--- src/verilog/tcc_consts.svh ---
// Offsets, bit positions, reset values and timing counts of the timer block.
// Included by the timer module; definitions only.
`ifndef TCC_CONSTS_SVH
`define TCC_CONSTS_SVH

// Register offsets
`define TCC_A_CTRL      8'h12
`define TCC_A_STAT      8'h13
`define TCC_A_CAP1_HI   8'h14
`define TCC_A_CAP1_LO   8'h15
`define TCC_A_CMP1_HI   8'h16
`define TCC_A_CMP1_LO   8'h17
`define TCC_A_CNT_HI    8'h18
`define TCC_A_CNT_LO    8'h19
`define TCC_A_ALT_HI    8'h1a
`define TCC_A_ALT_LO    8'h1b
`define TCC_A_CAP2_HI   8'h1c
`define TCC_A_CAP2_LO   8'h1d
`define TCC_A_CMP2_HI   8'h1e
`define TCC_A_CMP2_LO   8'h1f

// Control bits
`define TCC_C_CAP_IE    7
`define TCC_C_CMP_IE    6
`define TCC_C_OVF_IE    5
`define TCC_C_FORCE2    4
`define TCC_C_FORCE1    3
`define TCC_C_LEVEL2    2
`define TCC_C_EDGE1     1
`define TCC_C_LEVEL1    0

// Status bits
`define TCC_S_CAP1      7
`define TCC_S_CMP1      6
`define TCC_S_OVF       5
`define TCC_S_CAP2      4
`define TCC_S_CMP2      3

// Reset values and timing
`define TCC_CTRL_RESET  8'h00
`define TCC_CNT_RESET   16'hfffc
`define TCC_PRESCALE    2'h3
`endif

--- src/verilog/tcc_pkg.sv ---
// Types shared by the timer control, status and capture block.
// Constants live in tcc_consts.svh.
package tcc_pkg;
	typedef logic [7:0] tcc_byte_t;
	typedef logic [15:0] tcc_word_t;
	typedef logic [1:0] tcc_pair_t;
endpackage

--- src/verilog/tcc_timer.sv ---
// Timer control, status flags, free-running counter, two captures and two compares.
// Assumes a single-cycle register port and pins synchronous to CLK.
//
// How it works
// - Control holds capture/compare/overflow enables, levels and edge select; force bits are not stored.
// - Interrupt requested while any flag is set with its group enable.
// - Force bits read zero; writing one copies level bit to the pin latch.
// - A forced compare leaves the compare flag untouched.
// - A real compare match loads the pin latch from its level bit.
// - Capture 1 takes rising edges when edge select is one, else falling.
// - Capture 2 takes falling edges only.
// - Status holds capture1, compare1, overflow, capture2, compare2 in bits 7 to 3.
// - A flag clears only after a status access then its own register access.
// - Capture flags clear on status read then capture low byte read.
// - Compare flags clear on status read then compare low byte access.
// - Overflow sets on wrap; clears on status access then counter low read.
// - Compare flag sets when compare register equals the counter.
// - Every valid edge loads the capture register from the counter and sets the flag, except while a capture high byte read is blocking.
// - Captured value is one above the counter before the edge.
// - Capture high byte read blocks transfers until low byte read.
// - Reading the capture low byte never blocks a transfer.
// - Capture 1 is read-only, high byte then low byte.
// - Capture 2 is read-only, high byte then low byte.
// - Reset leaves both capture registers unchanged.
// - Capture resolution is one count, four clock cycles.
// - Counter resets to fffc and advances through a divide-by-four prescaler.
// - Alternate counter low read never clears overflow.
//
// Design decision made here: strobed register access.
`include "tcc_consts.svh"

module tcc_timer (
	// Clock and reset
	input  wire logic             CLK,
	input  wire logic             RESET,
	// Register port
	input  wire logic [7:0]       ADDR,
	input  wire logic [7:0]       WDATA,
	input  wire logic             WR,
	input  wire logic             RD,
	output tcc_pkg::tcc_byte_t    RDATA,
	// Pins
	input  wire logic             CAPTURE1_PIN,
	input  wire logic             CAPTURE2_PIN,
	output logic                  COMPARE1_PIN,
	output logic                  COMPARE2_PIN,
	// Interrupt request
	output logic                  TIMER_IRQ
);

	// Control and status state
	tcc_pkg::tcc_byte_t ctrl_q;
	tcc_pkg::tcc_byte_t ctrl_d;
	tcc_pkg::tcc_pair_t cap_flag_q;
	tcc_pkg::tcc_pair_t cap_flag_d;
	tcc_pkg::tcc_pair_t cmp_flag_q;
	tcc_pkg::tcc_pair_t cmp_flag_d;
	logic               ovf_flag_q;
	logic               ovf_flag_d;
	tcc_pkg::tcc_pair_t cap_arm_q;
	tcc_pkg::tcc_pair_t cap_arm_d;
	tcc_pkg::tcc_pair_t cmp_arm_q;
	tcc_pkg::tcc_pair_t cmp_arm_d;
	logic               ovf_arm_q;
	logic               ovf_arm_d;

	// Counter state
	tcc_pkg::tcc_word_t cnt_q;
	tcc_pkg::tcc_word_t cnt_d;
	logic [1:0]         presc_q;
	logic [1:0]         presc_d;
	tcc_pkg::tcc_byte_t cnt_buf_q;
	logic               cnt_seq_q;
	logic               cnt_seq_d;

	// Capture and compare storage
	tcc_pkg::tcc_word_t cap_val_q [2];
	tcc_pkg::tcc_word_t cmp_val_q [2];
	tcc_pkg::tcc_pair_t cap_block_q;
	tcc_pkg::tcc_pair_t cap_block_d;
	tcc_pkg::tcc_pair_t cmp_inhib_q;
	tcc_pkg::tcc_pair_t cmp_inhib_d;
	tcc_pkg::tcc_pair_t pin_q;
	tcc_pkg::tcc_pair_t pin_prev_q;
	tcc_pkg::tcc_pair_t level_q;
	tcc_pkg::tcc_pair_t level_d;

	// Output registers
	tcc_pkg::tcc_byte_t rdata_q;
	tcc_pkg::tcc_byte_t rdata_d;
	logic               irq_q;
	logic               irq_d;

	// Address decode
	wire logic sel_ctrl    = (ADDR == `TCC_A_CTRL);
	wire logic sel_stat    = (ADDR == `TCC_A_STAT);
	wire logic sel_cap1_hi = (ADDR == `TCC_A_CAP1_HI);
	wire logic sel_cap1_lo = (ADDR == `TCC_A_CAP1_LO);
	wire logic sel_cmp1_hi = (ADDR == `TCC_A_CMP1_HI);
	wire logic sel_cmp1_lo = (ADDR == `TCC_A_CMP1_LO);
	wire logic sel_cnt_hi  = (ADDR == `TCC_A_CNT_HI);
	wire logic sel_cnt_lo  = (ADDR == `TCC_A_CNT_LO);
	wire logic sel_alt_hi  = (ADDR == `TCC_A_ALT_HI);
	wire logic sel_alt_lo  = (ADDR == `TCC_A_ALT_LO);
	wire logic sel_cap2_hi = (ADDR == `TCC_A_CAP2_HI);
	wire logic sel_cap2_lo = (ADDR == `TCC_A_CAP2_LO);
	wire logic sel_cmp2_hi = (ADDR == `TCC_A_CMP2_HI);
	wire logic sel_cmp2_lo = (ADDR == `TCC_A_CMP2_LO);

	wire logic wr_ctrl      = WR && sel_ctrl;
	wire logic stat_access  = (WR || RD) && sel_stat;
	wire logic stat_read    = RD && sel_stat;
	wire logic any_cnt_hi_rd = RD && (sel_cnt_hi || sel_alt_hi);
	wire logic any_cnt_lo_rd = RD && (sel_cnt_lo || sel_alt_lo);
	wire logic any_cnt_lo_wr = WR && (sel_cnt_lo || sel_alt_lo);
	// Only the primary low byte finishes the overflow clear
	wire logic ovf_clear_rd = RD && sel_cnt_lo;

	wire tcc_pkg::tcc_pair_t cap_hi_rd = {RD && sel_cap2_hi, RD && sel_cap1_hi};
	wire tcc_pkg::tcc_pair_t cap_lo_rd = {RD && sel_cap2_lo, RD && sel_cap1_lo};
	wire tcc_pkg::tcc_pair_t cmp_hi_wr = {WR && sel_cmp2_hi, WR && sel_cmp1_hi};
	wire tcc_pkg::tcc_pair_t cmp_lo_wr = {WR && sel_cmp2_lo, WR && sel_cmp1_lo};
	wire tcc_pkg::tcc_pair_t cmp_lo_acc = {(WR || RD) && sel_cmp2_lo,
		(WR || RD) && sel_cmp1_lo};

	// Control fields
	wire logic cap_ie  = ctrl_q[`TCC_C_CAP_IE];
	wire logic cmp_ie  = ctrl_q[`TCC_C_CMP_IE];
	wire logic ovf_ie  = ctrl_q[`TCC_C_OVF_IE];
	wire logic edge1   = ctrl_q[`TCC_C_EDGE1];
	wire tcc_pkg::tcc_pair_t lvl_bits = {ctrl_q[`TCC_C_LEVEL2], ctrl_q[`TCC_C_LEVEL1]};
	// Forcing uses the value written in the same cycle, so one write changes and forces
	wire tcc_pkg::tcc_pair_t force_wr = {wr_ctrl && WDATA[`TCC_C_FORCE2],
		wr_ctrl && WDATA[`TCC_C_FORCE1]};
	wire tcc_pkg::tcc_pair_t force_lvl = {WDATA[`TCC_C_LEVEL2], WDATA[`TCC_C_LEVEL1]};

	// Counter advance; tick marks the cycle after the counter changed
	wire logic presc_end  = (presc_q == `TCC_PRESCALE);
	wire logic cnt_tick   = (presc_q == 2'h0);
	wire logic cnt_wrap   = presc_end && (cnt_q == 16'hffff);
	wire tcc_pkg::tcc_word_t cnt_plus1 = cnt_q + 16'h0001;

	// Per-channel capture and compare events
	tcc_pkg::tcc_pair_t cap_edge;
	tcc_pkg::tcc_pair_t cap_load;
	tcc_pkg::tcc_pair_t cmp_match;

	genvar ch;
	generate
		for (ch = 0; ch < 2; ch++)
		begin : g_chan
			wire logic rise = pin_q[ch] && !pin_prev_q[ch];
			wire logic fall = !pin_q[ch] && pin_prev_q[ch];
			if (ch == 0)
			begin : g_sel
				assign cap_edge[ch] = edge1 ? rise : fall;
			end
			else
			begin : g_fall
				assign cap_edge[ch] = fall;
			end
			// A low-byte read in the same cycle does not hold off the transfer
			assign cap_load[ch] = cap_edge[ch] && !cap_block_q[ch];
			assign cmp_match[ch] = cnt_tick && !cmp_inhib_q[ch]
				&& (cmp_val_q[ch] == cnt_q);

			always_ff @(posedge CLK)
			begin
				// No reset term: contents survive reset
				if (cap_load[ch])
					cap_val_q[ch] <= cnt_plus1;
			end

			always_ff @(posedge CLK)
			begin
				if (cmp_hi_wr[ch])
					cmp_val_q[ch][15:8] <= WDATA;
				if (cmp_lo_wr[ch])
					cmp_val_q[ch][7:0] <= WDATA;
			end
		end
	endgenerate

	// Flag, arm and blocking next state
	always_comb
	begin
		cap_flag_d  = cap_flag_q;
		cmp_flag_d  = cmp_flag_q;
		ovf_flag_d  = ovf_flag_q;
		cap_arm_d   = cap_arm_q;
		cmp_arm_d   = cmp_arm_q;
		ovf_arm_d   = ovf_arm_q;
		cap_block_d = cap_block_q;
		cmp_inhib_d = cmp_inhib_q;
		level_d     = level_q;
		for (int i = 0; i < 2; i++)
		begin
			// Arm on a status read that sees the flag set
			if (stat_read && cap_flag_q[i])
				cap_arm_d[i] = 1'b1;
			if (stat_read && cmp_flag_q[i])
				cmp_arm_d[i] = 1'b1;
			if (cap_lo_rd[i] && cap_arm_q[i])
			begin
				cap_flag_d[i] = 1'b0;
				cap_arm_d[i]  = 1'b0;
			end
			if (cmp_lo_acc[i] && cmp_arm_q[i])
			begin
				cmp_flag_d[i] = 1'b0;
				cmp_arm_d[i]  = 1'b0;
			end
			// Set beats clear when both land in one cycle
			if (cap_load[i])
				cap_flag_d[i] = 1'b1;
			if (cmp_match[i])
				cmp_flag_d[i] = 1'b1;
			// Capture block
			if (cap_hi_rd[i])
				cap_block_d[i] = 1'b1;
			if (cap_lo_rd[i])
				cap_block_d[i] = 1'b0;
			// Compare inhibit between high and low byte writes
			if (cmp_hi_wr[i])
				cmp_inhib_d[i] = 1'b1;
			if (cmp_lo_wr[i])
				cmp_inhib_d[i] = 1'b0;
			// Output level latch; force does not touch the flag
			if (cmp_match[i])
				level_d[i] = lvl_bits[i];
			if (force_wr[i])
				level_d[i] = force_lvl[i];
		end
		// Overflow arms on any status access
		if (stat_access && ovf_flag_q)
			ovf_arm_d = 1'b1;
		if (ovf_clear_rd && ovf_arm_q)
		begin
			ovf_flag_d = 1'b0;
			ovf_arm_d  = 1'b0;
		end
		if (cnt_wrap)
			ovf_flag_d = 1'b1;
	end

	// Counter, prescaler and low-byte buffer next state
	always_comb
	begin
		cnt_d     = cnt_q;
		presc_d   = presc_q + 2'h1;
		cnt_seq_d = cnt_seq_q;
		if (presc_end)
			cnt_d = cnt_plus1;
		if (any_cnt_hi_rd)
			cnt_seq_d = 1'b1;
		if (any_cnt_lo_rd)
			cnt_seq_d = 1'b0;
		// Writing either low byte restarts the counter and ends a pending read
		if (any_cnt_lo_wr)
		begin
			cnt_d     = `TCC_CNT_RESET;
			presc_d   = 2'h0;
			cnt_seq_d = 1'b0;
		end
	end

	// Control register next state; force bits are never stored
	always_comb
	begin
		ctrl_d = ctrl_q;
		if (wr_ctrl)
		begin
			ctrl_d = WDATA;
			ctrl_d[`TCC_C_FORCE2] = 1'b0;
			ctrl_d[`TCC_C_FORCE1] = 1'b0;
		end
	end

	// Read data mux; unmapped addresses read zero
	always_comb
	begin
		rdata_d = 8'h00;
		if (RD)
		begin
			if (sel_ctrl)
				rdata_d = ctrl_q;
			else if (sel_stat)
				rdata_d = {cap_flag_q[0], cmp_flag_q[0], ovf_flag_q,
					cap_flag_q[1], cmp_flag_q[1], 3'h0};
			else if (sel_cap1_hi)
				rdata_d = cap_val_q[0][15:8];
			else if (sel_cap1_lo)
				rdata_d = cap_val_q[0][7:0];
			else if (sel_cap2_hi)
				rdata_d = cap_val_q[1][15:8];
			else if (sel_cap2_lo)
				rdata_d = cap_val_q[1][7:0];
			else if (sel_cmp1_hi)
				rdata_d = cmp_val_q[0][15:8];
			else if (sel_cmp1_lo)
				rdata_d = cmp_val_q[0][7:0];
			else if (sel_cmp2_hi)
				rdata_d = cmp_val_q[1][15:8];
			else if (sel_cmp2_lo)
				rdata_d = cmp_val_q[1][7:0];
			else if (sel_cnt_hi || sel_alt_hi)
				rdata_d = cnt_q[15:8];
			else if (sel_cnt_lo || sel_alt_lo)
				rdata_d = cnt_seq_q ? cnt_buf_q : cnt_q[7:0];
		end
	end

	// Combined interrupt request
	assign irq_d = (|cap_flag_q && cap_ie)
		|| (|cmp_flag_q && cmp_ie)
		|| (ovf_flag_q && ovf_ie);

	// State registers
	always_ff @(posedge CLK)
	begin
		if (RESET)
		begin
			ctrl_q      <= `TCC_CTRL_RESET;
			cnt_q       <= `TCC_CNT_RESET;
			presc_q     <= 2'h0;
			cnt_seq_q   <= 1'b0;
			cap_flag_q  <= 2'h0;
			cmp_flag_q  <= 2'h0;
			ovf_flag_q  <= 1'b0;
			cap_arm_q   <= 2'h0;
			cmp_arm_q   <= 2'h0;
			ovf_arm_q   <= 1'b0;
			cap_block_q <= 2'h0;
			cmp_inhib_q <= 2'h0;
			level_q     <= 2'h0;
			rdata_q     <= 8'h00;
			irq_q       <= 1'b0;
		end
		else
		begin
			ctrl_q      <= ctrl_d;
			cnt_q       <= cnt_d;
			presc_q     <= presc_d;
			cnt_seq_q   <= cnt_seq_d;
			cap_flag_q  <= cap_flag_d;
			cmp_flag_q  <= cmp_flag_d;
			ovf_flag_q  <= ovf_flag_d;
			cap_arm_q   <= cap_arm_d;
			cmp_arm_q   <= cmp_arm_d;
			ovf_arm_q   <= ovf_arm_d;
			cap_block_q <= cap_block_d;
			cmp_inhib_q <= cmp_inhib_d;
			level_q     <= level_d;
			rdata_q     <= rdata_d;
			irq_q       <= irq_d;
		end
	end

	// Buffer holds the low byte seen by the first high-byte read
	always_ff @(posedge CLK)
	begin
		if (RESET)
			cnt_buf_q <= 8'h00;
		else if (any_cnt_hi_rd && !cnt_seq_q)
			cnt_buf_q <= cnt_q[7:0];
	end

	// Pin sampling for edge detection; pins arrive synchronous to CLK
	always_ff @(posedge CLK)
	begin
		if (RESET)
		begin
			pin_q      <= 2'h3;
			pin_prev_q <= 2'h3;
		end
		else
		begin
			pin_q      <= {CAPTURE2_PIN, CAPTURE1_PIN};
			pin_prev_q <= pin_q;
		end
	end

	assign RDATA        = rdata_q;
	assign COMPARE1_PIN = level_q[0];
	assign COMPARE2_PIN = level_q[1];
	assign TIMER_IRQ    = irq_q;

endmodule

--- config.mk ---
export PLATFORM = sky130hd
export DESIGN_NAME = tcc_timer
export DESIGN_NICKNAME = d
export VERILOG_FILES = /design/src/verilog/tcc_pkg.sv /design/src/verilog/tcc_timer.sv
export VERILOG_INCLUDE_DIRS = /design/src /design/src/verilog
export SDC_FILE = /design/constraint.sdc
export NUM_CORES = 1
export LEC_CHECK = 0
export ABC_AREA = 1
export BUFFER_PORTS_ARGS = -buffer_cell sky130_fd_sc_hd__buf_2
export CORE_MARGIN = 2
export CORE_UTILIZATION = 26
export DETAILED_ROUTE_END_ITERATION = 6
export PLACE_DENSITY_LB_ADDON = 0.05
export SLEW_MARGIN = 5
export SYNTH_ARGS = -nofsm -noshare
export SYNTH_HDL_FRONTEND = slang
export SYNTH_SLANG_ARGS = --single-unit
--- constraint.sdc ---
create_clock -name CLK -period 5.3 [get_ports CLK]
set_clock_uncertainty 0.2 [all_clocks]
set_input_delay 1.06 -clock CLK [delete_from_list [all_inputs] [get_ports CLK]]
set_output_delay 1.06 -clock CLK [all_outputs]
set_load 0.05 [all_outputs]
==> results of run 1 <==
[through the flow]
stage               hold WS, ns    util  power (mW)  setup WS (ns)  std cells
floorplan                0.2004       -       1.164          2.524        681
global placement         0.2419  0.2841       1.223          1.702        983
detailed placement       0.2416  0.2841       1.222          1.733        983
CTS                      0.2502  0.3099       2.381          2.162       1015
global route             0.2700  0.3099       2.441          1.885       1015
finish                   0.2456  0.3099       2.354          2.163       1015
[metal layers]
layer  GRT usage  vias up  part of all wire
li1            -     2317                 -
met1      0.2269     2191              0.48
met2      0.2600       84              0.45
met3     0.04139       15             0.055
met4     0.04543        0             0.014
met5           0        -                 0
[cell usage after synthesis, types with 2 or more instances]
library cell / instances
a211oi_2: 2
nor3_1: 10
dfxtp_1: 62
or2_0: 6
o21ai_1: 12
xor2_1: 25
clkinv_1: 2
nor2_4: 8
a211oi_1: 7
a31oi_1: 2
edfxtp_1: 64
nand2_1: 139
inv_1: 71
xnor2_1: 8
nor3_2: 3
a21oi_1: 30
o21ai_0: 23
inv_2: 17
buf_4: 2
buf_2: 7
nor2_1: 71
clkbuf_1: 5
o21ai_2: 3
nand4_1: 21
o211ai_1: 6
nand3_1: 30
nand4_2: 2
xor2_2: 2
nand3_2: 4
or2_2: 9
buf_6: 2
nand2_2: 6
o22ai_1: 2
ha_1: 3
nor2_2: 4
[layout make-up]
class,count,area (um2),area share
inverters,90,337.8,0.04800
clock buffers,21,483.0,0.06862
well taps,285,356.6,0.05067
repair buffers,34,175.2,0.02489
clock inverters,11,103.9,0.01476
flip-flops and latches,126,3163,0.4494
multi-input cells,448,2419,0.3436
[how the worst min path moves through the flow]
stage | start | to
6_report | presc_q[0]$_SDFF_PP0_ | presc_q[0]$_SDFF_PP0_
5_1_grt | pin_q[1]$_SDFF_PP1_ | pin_prev_q[1]$_SDFF_PP1_
4_1_cts | presc_q[0]$_SDFF_PP0_ | presc_q[0]$_SDFF_PP0_
3_5_place_dp | pin_q[0]$_SDFF_PP1_ | pin_prev_q[0]$_SDFF_PP1_
3_3_place_gp | presc_q[0]$_SDFF_PP0_ | presc_q[0]$_SDFF_PP0_
2_1_floorplan | pin_q[1]$_SDFF_PP1_ | pin_prev_q[1]$_SDFF_PP1_
[report_power, final]
group          switching (mW)  leakage, nW  internal [mW]
sequential             0.0212         1.04           1.05
clock                   0.451        0.280          0.703
combinational          0.0951         1.41         0.0366
[sequential cells by signal, indices dropped and copies added, names as in the netlist]
| signal | cells |
|---|---|
| ovf_arm_q | 1 |
| cap_flag_q | 2 |
| cnt_q | 16 |
| ovf_flag_q | 1 |
| RDATA | 8 |
| level_q | 2 |
| cap_arm_q | 2 |
| cnt_seq_q | 1 |
| cap_block_q | 2 |
| cap_val_q | 32 |
| TIMER_IRQ | 1 |
| cmp_inhib_q | 2 |
| pin_prev_q | 2 |
| ctrl_q | 6 |
| pin_q | 2 |
| cmp_arm_q | 2 |
| cnt_buf_q | 8 |
| cmp_val_q | 32 |
| presc_q | 2 |
| cmp_flag_q | 2 |
[logic make-up (layout without fill, tap and decap cells)]
family / Yosys count / in the layout / share of synthesized area
AOI/OAI and AO/OA: 91 / 91 / 0.08881
xor gates and xnor gates: 35 / 35 / 0.05345
adders and majority gates: 3 / 3 / 0.006240
buffers and inverters: 107 / 156 / 0.07217
DFF: 126 / 126 / 0.5258
and+or+nand+nor: 319 / 319 / 0.2535
[critical path, cell delays in order]
cell	delay [ns]
buf_2	0.10
inv_2	0.04
nand2_1	0.07
nor2_4	0.50
nand2_1	0.47
inv_2	0.27
nand2_1	0.08
nand2_1	0.06
inv_1	0.08
nand4_1	0.18
nand2_1	0.08
nand2_1	0.08
nand2_1	0.08
a21oi_1	0.12
==> results_dict.tcl, run 1 <==
set metrics [dict create \
    io_pins 33 \
    status "completed" \
    worst-slew-pin-transition_ns 1.131 \
    die_x_um 156.1 \
    yosys.area.top_type "edfxtp_1" \
    io_buffers 32 \
    crit_arrival_ns 3.28 \
    power_density_mw_per_mm2 334.4 \
    layout.nets 742 \
    tns_ns 0 \
    cp_max_fo 22 \
    rsz0062_at_grt "false" \
    grt_pass1_vias 4591 \
    ys.flop_type "edfxtp_1" \
    dr.pass1.iters 5 \
    gp_congestion 0.8906 \
    ys_ff_latch 126 \
    grt_max_degree 33 \
    grt_antenna_before_repair 0 \
    mostFrequentLayoutCells "139 x nand2_1, 71 x inv_1, 71 x nor2_1" \
    cts.sinks 126 \
    ctsHoldBuffers 0 \
    async_flop_share 0 \
    synth_nets 706 \
    dr_total_vias 4607 \
    synthCells 681 \
    core_area_mm2 0.02271 \
    fillers 2427 \
    setup_viol 0 \
    wl_um 19280 \
    cp-start-kind "input pin" \
    die_area_mm2 0.02437 \
    fin_crit_ns 3.137 \
    cts_setup_buffers 0 \
    ys_warn_count 0 \
    htree_levels 4 \
    cts-buffers-inserted 17 \
    dp_hpwl_um 15130 \
    cts_tree "done" \
    worst_setup_path_end_kind "flip-flop" \
    slew_viol_final 0 \
    syn_avg_cell_area_um2 8.834 \
    start_util 0.2649 \
    fmax_mhz 318.8 \
    track_usage 0.1656 \
    drtAntennaViolNets 0 \
    synth-edff-count 64 \
    maxCapViolCount 0 \
    diodes 0 \
    r2r-end "RDATA[2]$_SDFF_PP0_" \
    ir_drop_mv 0.1820 \
    clk_latency_ns 0.42 \
    rows 55 \
    yosysTopAreaCellShare 0.3195 \
    overflow 0 \
    clkTransAtPathRegs_ns 0.06 \
    fin_crit_sh 0.5919 \
    wire_per_inst_um 18.99 \
    finalHoldViolCount 0 \
    worst-setup-path-type "in2reg" \
    area_growth_pct 16.99 \
    final_common_cell "nand2_1" \
    required_ns 5.45 \
    drt-vias-per-instance 4.539 \
    slew_headroom 0.2402 \
    reg2reg_from "cnt_q[2]$_SDFFE_PP1P_" \
    fin_area_mm2 0.007038 \
    synthTopCellsByArea "edfxtp_1 32%, dfxtp_1 21%, nand2_1 8.7%" \
    clockBufferDepth 2 \
    rrSetupSlack_ns 3.04 \
    placed_area_mm2 0.006451 \
    cts-resized-gates 0 \
    syn_area_mm2 0.006016 \
    root_buffer "clkbuf_16" \
    ys_seq_area_frac 0.5258 \
    drive_gt1_frac 0.1753 \
    power.leakage_nw 2.726 \
    reg2reg_depth 10 \
    crit_end "RDATA[0]$_SDFF_PP0_" \
    drc_errors 0 \
    startpoint "ADDR[5]" \
    min_path_cells 1 \
    hold_path.class "reg2reg" \
    die_y_um 156.1 \
    drt-initial-drc-count 286 \
    grt_pass1_wl_um 28860 \
    synth.distinct_cells 46 \
]
No activity file was read; power rests on OpenSTA's default activity.
==> run 2, diff against run 1 <==
==> constraint.sdc (replaced) <==
create_clock -name CLK -period 3.25 [get_ports CLK]
set_clock_uncertainty 0.2 [all_clocks]
set_input_delay 0.65 -clock CLK [delete_from_list [all_inputs] [get_ports CLK]]
set_output_delay 0.65 -clock CLK [all_outputs]
set_load 0.05 [all_outputs]
==> results_dict.tcl, run 2 (synthesized netlist as in run 1, its figures left out) <==
set metrics [dict create \
    status "completed" \
    wire_per_inst_um 19.28 \
    die_y_um 156.1 \
    required_ns 3.10 \
    fmax_mhz 434.0 \
    slew_viol_final 0 \
    ctsHoldBuffers 0 \
    cts.sinks 126 \
    drt-initial-drc-count 278 \
    rrSetupSlack_ns 1.09 \
    cp_slowest_cell "nor2_1" \
    cts_tree "done" \
    io_pins 33 \
    area_growth_pct 18.80 \
    cts-resized-gates 0 \
    grtUsageMet1 0.2324 \
    worst-setup-path-type "in2reg" \
    ir_drop_mv 0.2763 \
    gp_congestion 0.8919 \
    dr_total_vias 4777 \
    dp_hpwl_um 15610 \
    crit_family "simple AND/OR/NAND/NOR gates" \
    post-route-util 0.3147 \
    power.leakage_nw 2.807 \
    dr.pass1.iters 5 \
    drt-vias-per-instance 4.665 \
    fin_crit_sh 0.7090 \
    met2_usage 0.2665 \
    core_area_mm2 0.02271 \
    grt.busiest_layer "met2" \
    clk_latency_ns 0.42 \
    cts_setup_buffers 0 \
    min_path_cells 2 \
    mostFrequentLayoutCells "139 x nand2_1, 71 x inv_1, 71 x nor2_1" \
    overflow 0 \
    cts-buffers-inserted 17 \
    rows 55 \
    grt_pass1_vias 4766 \
    clkTransAtPathRegs_ns 0.06 \
    top_regs "cap_val_q (32), cmp_val_q (32), cnt_q (16)" \
    fin_crit_ns 2.304 \
    r2r-end "RDATA[2]$_SDFF_PP0_" \
    worst_setup_path_end_kind "flip-flop" \
    crit_end "cmp_val_q[0][14]$_DFFE_PP_" \
    wl_um 19740 \
    layout.nets 751 \
    cp-start-kind "input pin" \
    cp_cell_sequence "buf_2 -> inv_2 -> nand2_1 -> nor2_4 -> buf_4 -> nand2_2 -> nor2_1" \
    die_x_um 156.1 \
    hold_path.class "in2reg" \
    start_util 0.2649 \
    die_area_mm2 0.02437 \
    grt_antenna_before_repair 0 \
    reg2reg_depth 10 \
    drtAntennaViolNets 0 \
    reg2reg_from "cnt_q[2]$_SDFFE_PP1P_" \
    final_common_cell "nand2_1" \
    slew_headroom 0.5052 \
    worst-slew-pin-transition_ns 0.7395 \
    track_usage 0.1701 \
    maxCapViolCount 0 \
    grt_pass1_wl_um 29530 \
    worst-path-stages 7 \
    crit_buf_inv 3 \
    crit_arrival_ns 2.15 \
    fillers 2393 \
    global_route.usage.met3 0.03944 \
    regArea_mm2 0.003163 \
    final_cells 1024 \
    drc_errors 0 \
    multi_input_area_mm2 0.002419 \
    drive_gt1_frac 0.1867 \
    setup_viol 0 \
    cp_max_fo 19 \
    grt_max_degree 33 \
    htree_levels 4 \
    cpPeakStageDelay_ns 0.61 \
    root_buffer "clkbuf_16" \
    tns_ns 0 \
    p_total_mw 3.977 \
    startpoint "ADDR[5]" \
    dp_cells 992 \
    clockBufferDepth 2 \
    diodes 0 \
    power_density_mw_per_mm2 556.4 \
    finalHoldViolCount 0 \
    rsz0062_at_grt "false" \
    io_buffers 32 \
]
## run 2: report_power, final
| part | total [mW] | internal, mW | switching (mW) |
|---|---|---|---|
| sequential | 1.74 | 1.71 | 0.0372 |
| combinational | 0.217 | 0.0626 | 0.154 |
| clock | 2.02 | 1.27 | 0.745 |
## run 2: per-layer routing
metal,up-vias,wire [um]
met3,18,884
li1,2337,-
met5,-,0
met2,105,8870
met1,2317,9614
met4,0,374
## run 2: worst reg2reg max path, delay by kind of cell (launching register included)
kind	cells	cell delay [ns]
and+or+nand+nor	6	0.58
DFF	1	0.60
AOI/OAI and AO/OA	3	0.56
buffers and inverters	1	0.15
## run 2: layout make-up
cell class                      instances  share of cell area
Sequential cell                       126              0.4426
Clock buffer                           21             0.07055
Timing Repair Buffer                   43             0.03396
Tap cell                              285             0.04989
Multi-Input combinational cell        448              0.3384
Clock inverter                         11             0.01733
Inverter                               90             0.04727
## run 2: through the flow
| step | setup WS [ns] | instance area [um2] | hold slack (ns) |
|---|---|---|---|
| 2_1_floorplan | 0.8841 | 6016 | 0.2004 |
| 3_3_place_gp | 0.4646 | 6519 | 0.2290 |
| 3_5_place_dp | 0.5399 | 6519 | 0.2385 |
| 4_1_cts | 0.9860 | 7147 | 0.1915 |
| 5_1_grt | 0.8270 | 7147 | 0.1950 |
| 6_report | 0.9459 | 7147 | 0.2092 |
## run 2: how the worst min path moves through the flow
stage,startpoint,end,slack (ns)
2_1_floorplan,pin_q[1]$_SDFF_PP1_,pin_prev_q[1]$_SDFF_PP1_,0.20
3_3_place_gp,presc_q[0]$_SDFF_PP0_,presc_q[0]$_SDFF_PP0_,0.23
3_5_place_dp,presc_q[0]$_SDFF_PP0_,presc_q[0]$_SDFF_PP0_,0.24
4_1_cts,CAPTURE1_PIN,pin_q[0]$_SDFF_PP1_,0.19
5_1_grt,CAPTURE1_PIN,pin_q[0]$_SDFF_PP1_,0.20
6_report,CAPTURE1_PIN,pin_q[0]$_SDFF_PP1_,0.21
==> run 3, diff against run 2 <==
==> constraint.sdc (replaced) <==
create_clock -name CLK -period 2.3 [get_ports CLK]
set_clock_uncertainty 0.2 [all_clocks]
set_input_delay 0.46 -clock CLK [delete_from_list [all_inputs] [get_ports CLK]]
set_output_delay 0.46 -clock CLK [all_outputs]
set_load 0.05 [all_outputs]
==> results_dict.tcl, run 3 (synthesized netlist as in run 1, its figures left out) <==
set metrics [dict create \
    root_buffer "clkbuf_16" \
    drtAntennaViolNets 0 \
    grt_antenna_before_repair 0 \
    fin_crit_sh 0.9032 \
    core_area_mm2 0.02271 \
    dr_total_vias 4864 \
    clk_latency_ns 0.43 \
    die_x_um 156.1 \
    rows 55 \
    rrSetupSlack_ns 0.22 \
    cp_max_fo 5 \
    p_comb_frac 0.061 \
    clkTransAtPathRegs_ns 0.06 \
    internal-power_mw 4.369 \
    drt-initial-drc-count 344 \
    dp_hpwl_um 16800 \
    drc_errors 0 \
    maxCapViolCount 0 \
    multi_input_area_mm2 0.002419 \
    fmax_mhz 481.4 \
    mostFrequentLayoutCells "139 x nand2_1, 71 x inv_1, 71 x nor2_1" \
    p_sw_frac 0.2307 \
    pwr-share-clk 0.506 \
    power_density_mw_per_mm2 766.8 \
    htree_levels 4 \
    final_common_cell "nand2_1" \
    clockBufferDepth 2 \
    hold_path.class "in2reg" \
    gp_congestion 0.8783 \
    io_buffers 32 \
    reg2reg_depth 10 \
    p_switching_mw 1.310 \
    worst-slew-pin-transition_ns 0.6794 \
    reg2reg_from "cnt_q[1]$_SDFFE_PP0P_" \
    grt_pass1_vias 4958 \
    fillers 2382 \
    cts.sinks 126 \
    track_usage 0.1816 \
    cts_tree "done" \
    drive_gt1_frac 0.2159 \
    tns_ns 0 \
    pwr-share-seq 0.433 \
    placed_area_mm2 0.006754 \
    slew_headroom 0.5422 \
    layout.nets 781 \
    final_cells 1054 \
    crit_arrival_ns 2.23 \
    grt_max_degree 23 \
    die_y_um 156.1 \
    cts_setup_buffers 0 \
    regArea_mm2 0.003164 \
    wire_per_inst_um 19.91 \
    setup_viol 0 \
    crit_end "cnt_q[14]$_SDFFE_PP1P_" \
    cts-buffers-inserted 17 \
    finalHoldViolCount 0 \
    start_util 0.2649 \
    required_ns 2.45 \
    io_pins 33 \
    dr.pass1.iters 5 \
    wl_um 20990 \
    diodes 0 \
    startpoint "cnt_q[1]$_SDFFE_PP0P_" \
    die_area_mm2 0.02437 \
    p_total_mw 5.680 \
    top_regs "cap_val_q (32), cmp_val_q (32), cnt_q (16)" \
    ir_drop_mv 0.3689 \
    dp_cells 1020 \
    fin_crit_ns 2.077 \
    grt_pass1_wl_um 31340 \
    fin_area_mm2 0.007407 \
    slew_viol_final 0 \
    cp-start-kind "flip-flop" \
    r2r-end "cnt_q[14]$_SDFFE_PP1P_" \
    worst_setup_path_end_kind "flip-flop" \
    worst-setup-path-type "reg2reg" \
    rsz0062_at_grt "false" \
    drt-vias-per-instance 4.615 \
    overflow 0 \
    status "completed" \
    area_growth_pct 23.13 \
    power.leakage_nw 2.966 \
]
==> run 3: changes by cell type in the layout (fill, tap and decap cells not counted), sizes merged <==
cell / change
dlygate4sd3: +2
inv: -2
clkinv: -1
buf: +28
clkbuf: +3
==> run 3: repair_timing <==
action | 4_1_cts | 5_1_grt
gates resized for setup | 0 | 1
hold buffers | 2 | 0
endpoints found under the setup margin | 0 | 3
endpoints found under the hold margin | 2 | 0
==> run 3: area by class of cell <==
cell class                 instances  area share
timing repair buffer              73     0.06723
sequential                       126      0.4272
clock inverter                     8     0.01301
clock buffer                      24     0.07230
tap                              285     0.04814
multi-input combinational        448      0.3265
inverter                          90     0.04561
==> run 3: per-stage QoR <==
| stage | setup WS (ns) | hold slack, ns | utilization |
|---|---|---|---|
| final | 0.2225 | 0.1105 | 0.3262 |
| after global routing | 0.05231 | 0.1172 | 0.3262 |
| after CTS | 0.1022 | 0.1069 | 0.3261 |
| after detailed placement | 0.006001 | 0.2377 | 0.2974 |
| after global placement | 0.01392 | 0.2301 | 0.2974 |
| after floorplan | 0.1241 | 0.2004 | - |
==> run 3: power by group through the flow <==
| stage | registers [mW] | logic, mW | clock network (mW) |
|---|---|---|---|
| global placement | 2.51 | 0.346 | 0 |
| finish | 2.46 | 0.344 | 2.88 |
| CTS | 2.46 | 0.350 | 2.94 |
| floorplan | 2.49 | 0.197 | 0 |
| detailed placement | 2.51 | 0.346 | 0 |
| global route | 2.46 | 0.382 | 3.03 |
==> run 3: worst min path at each step <==
stage	depth (start not counted)	start	endpoint	slack, ns
floorplan	2	pin_q[1]$_SDFF_PP1_	pin_prev_q[1]$_SDFF_PP1_	0.20
global placement	1	presc_q[0]$_SDFF_PP0_	presc_q[0]$_SDFF_PP0_	0.23
detailed placement	1	presc_q[0]$_SDFF_PP0_	presc_q[0]$_SDFF_PP0_	0.24
CTS	1	WDATA[4]	cmp_val_q[1][12]$_DFFE_PP_	0.11
global route	1	WDATA[0]	cmp_val_q[1][8]$_DFFE_PP_	0.12
finish	1	WDATA[4]	cmp_val_q[1][12]$_DFFE_PP_	0.11
==> run 3: layer usage <==
layer | vias up | track usage | share of wire
met3 | 28 | 0.04250 | 0.037
met5 | - | 0 | 0
met1 | 2342 | 0.2411 | 0.48
li1 | 2405 | - | -
met2 | 89 | 0.2887 | 0.46
met4 | 0 | 0.06684 | 0.024
==> run 3: critical path, cell delays in order (launching register included) <==
cell and delay (ns):
dfxtp_1 0.49, ha_1 0.29, nand4_2 0.15, inv_2 0.07, nand2_1 0.08, nor2_4 0.15, nand2_4 0.09, nor2_4 0.11
xor2_2 0.23, a21oi_2 0.09, o21ai_2 0.06
